===== src/ppi_host_pkg.sv =====
`default_nettype none
package ppi_host_pkg;

    // Clock and pin timing of the device bus.
    localparam int CLK_PERIOD_NS = 5;
    localparam int T_PULSE_NS    = 300;
    localparam int T_HOLD_NS     = 30;
    localparam int T_RECOVER_NS  = 850;
    // Least times round up to whole cycles.
    localparam int PULSE_CYC   = (T_PULSE_NS + CLK_PERIOD_NS - 1) / CLK_PERIOD_NS;
    localparam int HOLD_CYC    = (T_HOLD_NS + CLK_PERIOD_NS - 1) / CLK_PERIOD_NS;
    localparam int RECOVER_CYC =
        (T_RECOVER_NS + CLK_PERIOD_NS - 1) / CLK_PERIOD_NS;
    localparam int CNT_W   = 8;
    localparam int CNT_MAX = 255;

    // Device register map, selected by the two address lines.
    localparam logic [1:0] PORT_A_DATA   = 2'h0;
    localparam logic [1:0] PORT_B_DATA   = 2'h1;
    localparam logic [1:0] PORT_C_DATA   = 2'h2;
    localparam logic [1:0] CONTROL_WORDS = 2'h3;

    // Control word fields.
    localparam int          CW_KIND_BIT   = 7;
    localparam logic [2:0]  BIDIR_PAD     = 3'h0;
    localparam logic [1:0]  BIDIR_HEAD    = 2'h3;
    localparam logic [2:0]  BITCMD_PAD    = 3'h0;
    localparam logic [2:0]  PC_GRP_A_IRQ_ENABLE = 3'h4;
    localparam logic [2:0]  PC_GRP_B_IRQ_ENABLE = 3'h2;

    // Wishbone register byte offsets of the controller.
    localparam logic [4:0] REG_CMD    = 5'h00;
    localparam logic [4:0] REG_STATUS = 5'h04;
    localparam logic [4:0] REG_BITCMD = 5'h08;
    localparam logic [4:0] REG_DEVRST = 5'h0c;
    localparam logic [4:0] REG_BIDIR  = 5'h10;
    localparam logic [4:0] REG_IRQ_ENABLE   = 5'h14;

    // CMD register field positions.
    localparam int CMD_CODE_LSB = 8;
    localparam int CMD_READ_BIT = 10;
    // BITCMD register field positions.
    localparam int BIT_VALUE_POS = 3;
    // IRQ_ENABLE register field positions.
    localparam int IRQ_ENABLE_GROUP_POS = 1;

    typedef enum logic [2:0] {
        PH_IDLE,
        PH_SETUP,
        PH_PULSE,
        PH_HOLD,
        PH_RECOVER
    } phase_t;

    typedef struct packed {
        logic       cs_n;
        logic       rd_n;
        logic       wr_n;
        logic       addr_sel_hi;
        logic       addr_sel_lo;
        logic [7:0] data_out;
        logic       data_oe_n;
        logic       dev_reset;
    } pin_out_t;

    typedef struct packed {
        logic [7:0] data_in;
        logic       irq_request_a;
        logic       irq_request_b;
    } pin_in_t;

    typedef struct packed {
        phase_t           phase;
        logic [CNT_W-1:0] cnt;
        logic             is_read;
        logic [7:0]       rdata;
        logic             refused;
        logic             done;
        logic             ack;
        logic [31:0]      wb_dat;
        pin_out_t         pins;
    } host_state_t;

    localparam pin_out_t PINS_IDLE = '{cs_n: 1'b1, rd_n: 1'b1, wr_n: 1'b1,
        addr_sel_hi: 1'b0, addr_sel_lo: 1'b0, data_out: 8'h00,
        data_oe_n: 1'b1, dev_reset: 1'b1};

    localparam host_state_t STATE_RESET = '{phase: PH_IDLE, cnt: 8'h00,
        is_read: 1'b0, rdata: 8'h00, refused: 1'b0, done: 1'b0,
        ack: 1'b0, wb_dat: 32'h0000_0000, pins: PINS_IDLE};

endpackage
`default_nettype wire


===== src/ppi_sync2.sv =====
`default_nettype none
module ppi_sync2 #(
    parameter int WIDTH = 10
) (
    input  wire logic             clk,
    input  wire logic             rst_n,
    input  wire logic [WIDTH-1:0] async_in,
    output var  logic [WIDTH-1:0] sync_out
);
    logic [WIDTH-1:0] stage1;

    // The first stage feeds only the second one.
    always_ff @(posedge clk or negedge rst_n) begin
        if (!rst_n) begin
            stage1   <= '0;
            sync_out <= '0;
        end else begin
            stage1   <= async_in;
            sync_out <= stage1;
        end
    end
endmodule
`default_nettype wire


===== src/ppi_host.sv =====
// Operation
// - Chip select low; address 00 A, 01 B, 10 C, 11 control write.
// - Bus floats when unselected or idle; never read address code 11.
// - Group A enable via port C bit 4, group B via bit 2.
// - Peripheral pulses acknowledge low after taking the output data.
// - Bidirectional word: bits 7,6 set, bit 2 group B mode, 1,0 dirs.
//
// Added by the designer: the Wishbone register port.
`default_nettype none
module ppi_host
    import ppi_host_pkg::*;
#(
    parameter int PULSE_LEN   = PULSE_CYC,
    parameter int HOLD_LEN    = HOLD_CYC,
    parameter int RECOVER_LEN = RECOVER_CYC
) (
    input  wire logic        clk,
    input  wire logic        rst_n,
    input  wire logic        wb_cyc_i,
    input  wire logic        wb_stb_i,
    input  wire logic        wb_we_i,
    input  wire logic [4:0]  wb_adr_i,
    input  wire logic [3:0]  wb_sel_i,
    input  wire logic [31:0] wb_dat_i,
    output var  logic [31:0] wb_dat_o,
    output var  logic        wb_ack_o,
    input  wire pin_in_t     dev_in,
    output var  pin_out_t    dev_out
);

    if (PULSE_LEN < 1 || PULSE_LEN > CNT_MAX || HOLD_LEN < 1 ||
        RECOVER_LEN <= HOLD_LEN || RECOVER_LEN > CNT_MAX) begin : g_check
        $error("ppi_host: pin timing counts out of range");
    end

    host_state_t state;
    host_state_t next_state;
    pin_in_t     dev_sync;
    logic        wb_req;
    logic        wr_ok;

    // Every pin input is synchronised before any logic looks at it.
    ppi_sync2 #(
        .WIDTH ($bits(pin_in_t))
    ) u_sync (
        .clk      (clk),
        .rst_n    (rst_n),
        .async_in (dev_in),
        .sync_out (dev_sync)
    );

    function automatic host_state_t start_cycle(input host_state_t s,
                                                input logic        rd,
                                                input logic [1:0]  code,
                                                input logic [7:0]  data);
        host_state_t r;
        r                  = s;
        r.phase            = PH_SETUP;
        r.cnt              = '0;
        r.is_read          = rd;
        r.refused          = 1'b0;
        r.done             = 1'b0;
        r.pins.cs_n        = 1'b0;
        r.pins.addr_sel_hi = code[1];
        r.pins.addr_sel_lo = code[0];
        r.pins.data_out    = data;
        // The device drives the bus during a read, so we let go of it.
        r.pins.data_oe_n   = rd;
        return r;
    endfunction

    assign wb_req = wb_cyc_i && wb_stb_i && !state.ack;
    assign wr_ok  = wb_req && wb_we_i && (wb_sel_i[1:0] == 2'h3);

    always_comb begin
        next_state     = state;
        next_state.ack = 1'b0;
        if (wb_req) begin
            next_state.ack    = 1'b1;
            next_state.wb_dat = 32'h0000_0000;
            if (wb_adr_i == REG_STATUS) begin
                next_state.wb_dat[0]    = state.phase != PH_IDLE;
                next_state.wb_dat[1]    = state.refused;
                next_state.wb_dat[2]    = state.done;
                next_state.wb_dat[3]    = dev_sync.irq_request_a;
                next_state.wb_dat[4]    = dev_sync.irq_request_b;
                next_state.wb_dat[15:8] = state.rdata;
            end else if (wb_adr_i == REG_DEVRST) begin
                next_state.wb_dat[0] = state.pins.dev_reset;
            end
        end
        // Commands build on next_state so the ack and reply set above stay.
        if (wr_ok) begin
            if (wb_adr_i == REG_DEVRST) begin
                next_state.pins.dev_reset = wb_dat_i[0];
            end else if (wb_adr_i == REG_CMD || wb_adr_i == REG_BITCMD ||
                         wb_adr_i == REG_BIDIR || wb_adr_i == REG_IRQ_ENABLE) begin
                if (state.phase != PH_IDLE) begin
                    next_state.refused = 1'b1;
                end else if (wb_adr_i == REG_CMD) begin
                    // A read of the control address is never put on the pins.
                    if (wb_dat_i[CMD_READ_BIT] &&
                        wb_dat_i[CMD_CODE_LSB+:2] == CONTROL_WORDS) begin
                        next_state.refused = 1'b1;
                    end else begin
                        next_state = start_cycle(next_state,
                            wb_dat_i[CMD_READ_BIT],
                            wb_dat_i[CMD_CODE_LSB+:2], wb_dat_i[7:0]);
                    end
                end else if (wb_adr_i == REG_BITCMD) begin
                    next_state = start_cycle(next_state, 1'b0, CONTROL_WORDS,
                        {1'b0, BITCMD_PAD, wb_dat_i[2:0],
                         wb_dat_i[BIT_VALUE_POS]});
                end else if (wb_adr_i == REG_BIDIR) begin
                    next_state = start_cycle(next_state, 1'b0, CONTROL_WORDS,
                        {BIDIR_HEAD, BIDIR_PAD, wb_dat_i[2:0]});
                end else begin
                    next_state = start_cycle(next_state, 1'b0, CONTROL_WORDS,
                        {1'b0, BITCMD_PAD,
                         wb_dat_i[IRQ_ENABLE_GROUP_POS] ? PC_GRP_B_IRQ_ENABLE
                                                  : PC_GRP_A_IRQ_ENABLE,
                         wb_dat_i[0]});
                end
            end
        end
        case (state.phase)
            PH_SETUP: begin
                next_state.phase = PH_PULSE;
                next_state.cnt   = '0;
                if (state.is_read) begin
                    next_state.pins.rd_n = 1'b0;
                end else begin
                    next_state.pins.wr_n = 1'b0;
                end
            end
            PH_PULSE: begin
                if (state.cnt == CNT_W'(PULSE_LEN - 1)) begin
                    next_state.phase     = PH_HOLD;
                    next_state.cnt       = '0;
                    next_state.pins.rd_n = 1'b1;
                    next_state.pins.wr_n = 1'b1;
                    // Sampled late in the pulse, after the access time.
                    if (state.is_read) begin
                        next_state.rdata = dev_sync.data_in;
                    end
                end else begin
                    next_state.cnt = state.cnt + 1'b1;
                end
            end
            PH_HOLD: begin
                if (state.cnt == CNT_W'(HOLD_LEN - 1)) begin
                    next_state.phase          = PH_RECOVER;
                    next_state.cnt            = '0;
                    next_state.pins.cs_n      = 1'b1;
                    next_state.pins.data_oe_n = 1'b1;
                end else begin
                    next_state.cnt = state.cnt + 1'b1;
                end
            end
            PH_RECOVER: begin
                // Recovery is counted from the strobe rise, hold included.
                if (state.cnt == CNT_W'(RECOVER_LEN - HOLD_LEN - 1)) begin
                    next_state.phase = PH_IDLE;
                    next_state.done  = 1'b1;
                end else begin
                    next_state.cnt = state.cnt + 1'b1;
                end
            end
            default: begin
            end
        endcase
    end

    always_ff @(posedge clk or negedge rst_n) begin
        if (!rst_n) begin
            state <= STATE_RESET;
        end else begin
            state <= next_state;
        end
    end

    assign wb_dat_o = state.wb_dat;
    assign wb_ack_o = state.ack;
    assign dev_out  = state.pins;

    // Helper counters seen only by the assertions.
    logic             strobe_low;
    logic [CNT_W-1:0] low_cnt;
    logic [CNT_W-1:0] high_cnt;
    assign strobe_low = !state.pins.rd_n || !state.pins.wr_n;

    always_ff @(posedge clk or negedge rst_n) begin
        if (!rst_n) begin
            low_cnt  <= '0;
            high_cnt <= '1;
        end else begin
            low_cnt  <= !strobe_low ? '0 :
                        (low_cnt == '1) ? low_cnt : low_cnt + 1'b1;
            high_cnt <= strobe_low ? '0 :
                        (high_cnt == '1) ? high_cnt : high_cnt + 1'b1;
        end
    end
endmodule
`default_nettype wire


===== config.mk =====
export PLATFORM = sky130hd
export DESIGN_NAME = ppi_host
export DESIGN_NICKNAME = d
export VERILOG_FILES = /design/src/ppi_host_pkg.sv /design/src/ppi_sync2.sv /design/src/ppi_host.sv
export SDC_FILE = /design/constraint.sdc
export NUM_CORES = 1
export LEC_CHECK = 0
export BUFFER_PORTS_ARGS = -buffer_cell sky130_fd_sc_hd__buf_4
export CELL_PAD_IN_SITES_DETAIL_PLACEMENT = 0
export CELL_PAD_IN_SITES_GLOBAL_PLACEMENT = 1
export CORE_MARGIN = 1
export CORE_UTILIZATION = 35
export DETAILED_ROUTE_END_ITERATION = 7
export GPL_TIMING_DRIVEN = 0
export HOLD_SLACK_MARGIN = 0.15
export PLACE_DENSITY_LB_ADDON = 0.1
export SLEW_MARGIN = 20
export SYNTH_ARGS = -nofsm -noshare
export SYNTH_HDL_FRONTEND = slang
export SYNTH_HIERARCHICAL = 1
export SYNTH_SLANG_ARGS = --single-unit

===== constraint.sdc =====
create_clock -name clk -period 1.9 [get_ports clk]
set_input_delay 0.095 -clock clk [delete_from_list [all_inputs] [get_ports clk]]
set_output_delay 0.095 -clock clk [all_outputs]
set_load 0.005 [all_outputs]

# --- Yosys cells after proc, flatten, opt, wreduce, memory -nomap -nowiden ---
# Index checks and enable logic that the tools add are counted.
word_totals:
  output_inout_bits: 48
  elab_cells: 89
  ff_bits: 90
  input_bits: 56
classes:
  mux: 39
  n_eq_ne: 15
  bitwise_logic: 2
  n_reduce_logical: 14
  n_addsub: 1
ops:
  columns: ["op", "n"]
  rows:
  - ["$mux W70", 3]
  - ["$mux W49", 2]
  - ["$mux W69", 1]
  - ["$mux W8", 7]
  - ["$pmux W11 S4", 1]
  - ["$mux W20", 2]
  - ["$mux W33", 1]
  - ["$mux W10", 2]
  - ["$mux W1", 13]
  - ["$mux W3", 4]
  - ["$eq A5 B4 Y1 const B", 2]
  - ["$eq A5 B5 Y1 const B", 2]
  - ["$add A8 B1 Y8 const B", 1]
  - ["$eq A8 B3 Y1 const B", 1]
  - ["$eq A8 B6 Y1 const B", 1]
  - ["$eq A8 B8 Y1 const B", 1]
  - ["$eq A3 B2 Y1 const B", 2]
  - ["$eq A5 B3 Y1 const B", 1]
  - ["$logic_and A1 B1 Y1", 5]
  - ["$logic_not A5 Y1", 1]
  - ["$reduce_and A5 Y1", 1]
  - ["$eq A2 B2 Y1 const B", 2]
  - ["$mux W4", 1]
  - ["$pmux W2 S2", 1]
  - ["10 further kinds", 13]

# --- Longest topological paths before layout ---
depth:
  ltp_word: 13
  depth_mapped: 7
  mapped_depth_nobuf: 6

# --- By module ---
# The synthesis kept the hierarchy.
modules_own_cells:
  columns: ["mod", "seq_area_each_um2", "cells_per_inst", "n_inst", "area_per_inst_um2"]
  rows:
  - ["ppi_host", 1282.5, 275, 1, 2806.4]
  - ["ppi_sync2", 500.5, 20, 1, 500.5]

# --- Worst setup path before layout ---
# No wires, ideal clock.
synth_timing:
  path_kind: "register -> register"
  startpoint: "register state[59] (netlist bit)"
  endpoint: "register state[50] (netlist bit)"
  setup_ps: 125
  period_less_slack_ps: 1950
  t_required_ps: 1775
  slack_ps: -50
  n_path_buf: 0
  path_stages_with_launch: 7
  arrival_ps: 1825
  cell_sequence: "dfrtp_1 > ha_1 > nand2b_4 > or4_4 > nor3_4 > nand3_4 > mux2_2"
synth_via:
  elab_chain_cells: 3
synth_rtl:
  columns: ["item", "line_no", "source"]
  rows:
  - ["start: declaration", "ppi_host.sv:36", "host_state_t state;"]
  - ["start signal: assignment", "ppi_host.sv:178", "state <= next_state;"]
  - ["$eq A8 B6 Y1", "ppi_host.sv:137", "if (state.cnt == CNT_W'(PULSE_LEN - 1)) begin"]
  - ["$mux W8", "ppi_host.sv:137", null]
  - ["$mux W8", "ppi_host.sv:126", "case (state.phase)"]
# No other way between the ends.
# A chain may end at the register's enable or synchronous reset.

# --- Worst setup path in the final report ---
layout_timing:
  startpoint: "register state[63] (netlist bit)"
  endpoint: "register state[50] (netlist bit)"
# Same word-level chain as after synthesis.

==> metrics.csv <==
stage;metric;value;unit
logic_synthesis;synth_edf_count;0;
setup_path;end_kind;flop;
logic_synthesis;ys_types;54;
global_routing;grt_start_max_net_pins;72;
global_routing;grt_pass1_wl;11500;µm
die;io_pins;104;
timing;period_share;0.999;
setup_path;worstReg2RegStart;state[63];
clock_tree;cts_tree;yes;
global_routing;grt_use_met3;0.0387;
flow_run;drv_cap;0;
die;die_w;99.2;µm
global_routing;met1_usage;0.194;
global_routing;grt_overflow;0;
cells_and_area;final_common_cell;buf_4;
detailed_routing;num_vias;2501;
cells_and_area;area_growth;39.8;%
global_routing;grt_usage;0.151;
setup_path;critPathRequiredTime;2.13;ns
run_status;outcome;completed;
die;initial_core_util;0.360;
placement;globalplace.congestion;0.846;
detailed_routing;routed_wl;7060;µm
cells_and_area;instances_no_fill;540;
die;dieArea;9840;µm²
setup_path;cp_top_family;simple AND/OR/NAND/NOR gates;
timing;finalHoldViolCount;0;
setup_path;critPathLaunch;state[63];
logic_synthesis;synth_ff_type;dfrtp_1;
logic_synthesis;seq_area_frac_synth;0.539;
cells_and_area;nNetsFinal;482;
placement;place_area;3970;µm²
logic_synthesis;async_flop_share;1.00;
clock_tree;htree_levels;3;
clock_tree;cts.sinks;71;
global_routing;grt_util_met2;0.249;
placement;port_buffers;59;
global_routing;first_global_vias;2392;
hold_path;min_path_type;in -> reg;
setup_path;crit_type;reg -> reg;
power;peakVddDrop;0.447;mV
timing;tightest_slew;0.874;ns
timing;relSlewSlack;0.418;
detailed_routing;firstDrtPassIters;4;
clock_tree;numCtsBuffers;9;
cells_and_area;finalInstanceArea;4620;µm²
cells_and_area;multi_input_area;1200;µm²
setup_path;crit_path_start_kind;flop;
detailed_routing;viasPerCell;4.63;
timing;final-setup-viol-count;0;
detailed_routing;wl_per_cell;13.1;µm
logic_synthesis;synth.avg_cell_area;11.2;µm²
clock_tree;clk_latency;0.35;ns
setup_path;worstPathArrival;2.13;ns
logic_synthesis;synth-seq-cells;71;
detailed_routing;drt_iter0_drc;50;
setup_path;crit_slowest_cell;or4_4;
timing;min_period;1.90;ns
hold_path;min-delay-start;wb_adr_i[4];
global_routing;antenna_found_initial;0;
die;fp.coreArea;9200;µm²
global_routing;busiest_layer;met2;
cells_and_area;drive_above_1_share;0.434;
timing;slew_violations;0;
cells_and_area;seq_area;1790;µm²
setup_path;critPathBufInv;0;
die;die_h;99.2;µm
clock_tree;path_clk_slew;0.09;ns
setup_path;crit_chain;nand3_2, or4_4, nor3_4, nand3_4, mux2_4;
clock_tree;cts.root.buffer_cell;clkbuf_8;
logic_synthesis;synthCells;295;
timing;final.setup_skew;0.0107;ns
detailed_routing;drc;0;
logic_synthesis;synth_area;3310;µm²
die;row_count;35;
setup_path;path_max_fanout;8;
cells_and_area;final_cell_mix;buf_4 (124), dfrtp_1 (63), dlygate4sd3_1 (24);
placement;place_inst;483;
logic_synthesis;yosys_warnings;6;
timing;fmax;0.527;GHz
placement;hpwl;4660;µm
setup_path;max_stage_delay;0.51;ns
cells_and_area;fill_cells;898;
cells_and_area;num_antenna_cells;0;
power;powerDensity;681;nW/µm²
detailed_routing;detail-route-antenna-nets;0;
timing;rsz0062_at_grt;yes;
power;p_leak;2.28;nW
clock_tree;cts_buffer_depth;2;
==> worst min-delay path: cells and delay by family <==
family          cells  cell delay (ns)
simple gates        1             0.07
buf+inv             1             0.20
compound gates      1             0.14
==> metrics by stage <==
step	setup slack, ns	hold slack, ns	power, mW	util	TNS (ns)
3_5_place_dp	-0.425	0.205	1.76	0.432	-6.44
3_3_place_gp	-0.393	0.204	1.76	0.432	-5.85
6_report	0.00136	0.190	3.15	0.503	0
2_1_floorplan	0.00351	-0.201	1.65	-	0
4_1_cts	0.000162	0.172	3.19	0.490	0
5_1_grt	-0.0657	0.189	3.29	0.503	-0.405
==> synthesized netlist by cell type, types with 2 or more instances <==
cell       n  area (µm²)
buf_6      2        22.5
buf_2      4        20.0
nor2b_1    3        18.8
a21oi_1   12        60.1
nand2_1   20        75.1
nand3b_1   3        22.5
and2_1     3        18.8
nand3_1    8        40.0
nor3b_1    2        15.0
mux2_2    10         113
or4_4      2        22.5
nor3_1     6        30.0
buf_4     47         353
a41oi_1    2        17.5
o21ai_0   14        70.1
ha_1       2        25.0
or3_1      3        18.8
nor2_1    16        60.1
a221oi_1   3        26.3
a21boi_0   2        15.0
inv_1      8        30.0
mux2i_1    2        20.0
nand4_1    2        12.5
dfrtp_1   66        1650
o21a_1     3        22.5
clkbuf_1   5        18.8
a22o_1    12         105
dfstp_2    5         131
o211ai_1   2        15.0
a32o_1     2        20.0
==> repair_timing <==
action | CTS | global route
setup buffers | 8 | 10
hold buffers | 24 | 0
resized for setup | 5 | 13
hold endpoints to repair | 90 | 0
pin swaps | 4 | 3
endpoints found under the setup margin | 31 | 29
==> flip-flops by register name (all words and copies together), names as in the netlist <==
signal           cells
dev_out             15
state               22
u_sync/stage1       10
u_sync/sync_out     10
wb_ack_o             1
wb_dat_o            13
==> layer usage <==
layer  up-vias  share of wire
li1       1232              -
met1      1210           0.47
met2        53           0.48
met3         6          0.041
met4         0         0.0089
met5         -              0
==> logic make-up (layout without fill, tap and decap cells) <==
group                    count (synthesis)  in the layout  share of synthesized area
multiplexers                            12             12                     0.0401
AND/OR/NAND/NOR                         81             81                      0.144
adder cells (fa/ha/maj)                  2              2                    0.00757
buffers and inverters                   66            182                      0.134
XOR/XNOR                                 1              1                    0.00265
AO/OA/AOI/OAI                           61             61                      0.131
flip-flops                              71             71                      0.539
other                                    1             19                    0.00113
==> final timing paths <==
check	end	slack, ns	cells after the start
max	state[50]	0.001	5
min	dev_out[11]	0.19	3
max reg2reg	state[50]	0.001	5
min reg2reg	u_sync/sync_out[3]	0.35	0
max in group asynchronous	state[63]	0.86	2
min in group asynchronous	wb_dat_o[4]	0.42	2
==> power breakdown <==
group          switching, mW  internal, mW
combinational         0.0964         0.122
clock                  0.625         0.758
sequential           0.00917          1.54
total                  0.730          2.42
==> cell type report <==
| class | instances | area share |
|---|---|---|
| multi-input combinational | 176 | 0.261 |
| buffer | 57 | 0.0906 |
| clock buffer | 9 | 0.0268 |
| inverter | 8 | 0.00649 |
| clock inverter | 7 | 0.0222 |
| timing repair buffer | 101 | 0.177 |
| tap | 111 | 0.0300 |
| sequential | 71 | 0.386 |
Power figures use the tool's default switching activity.
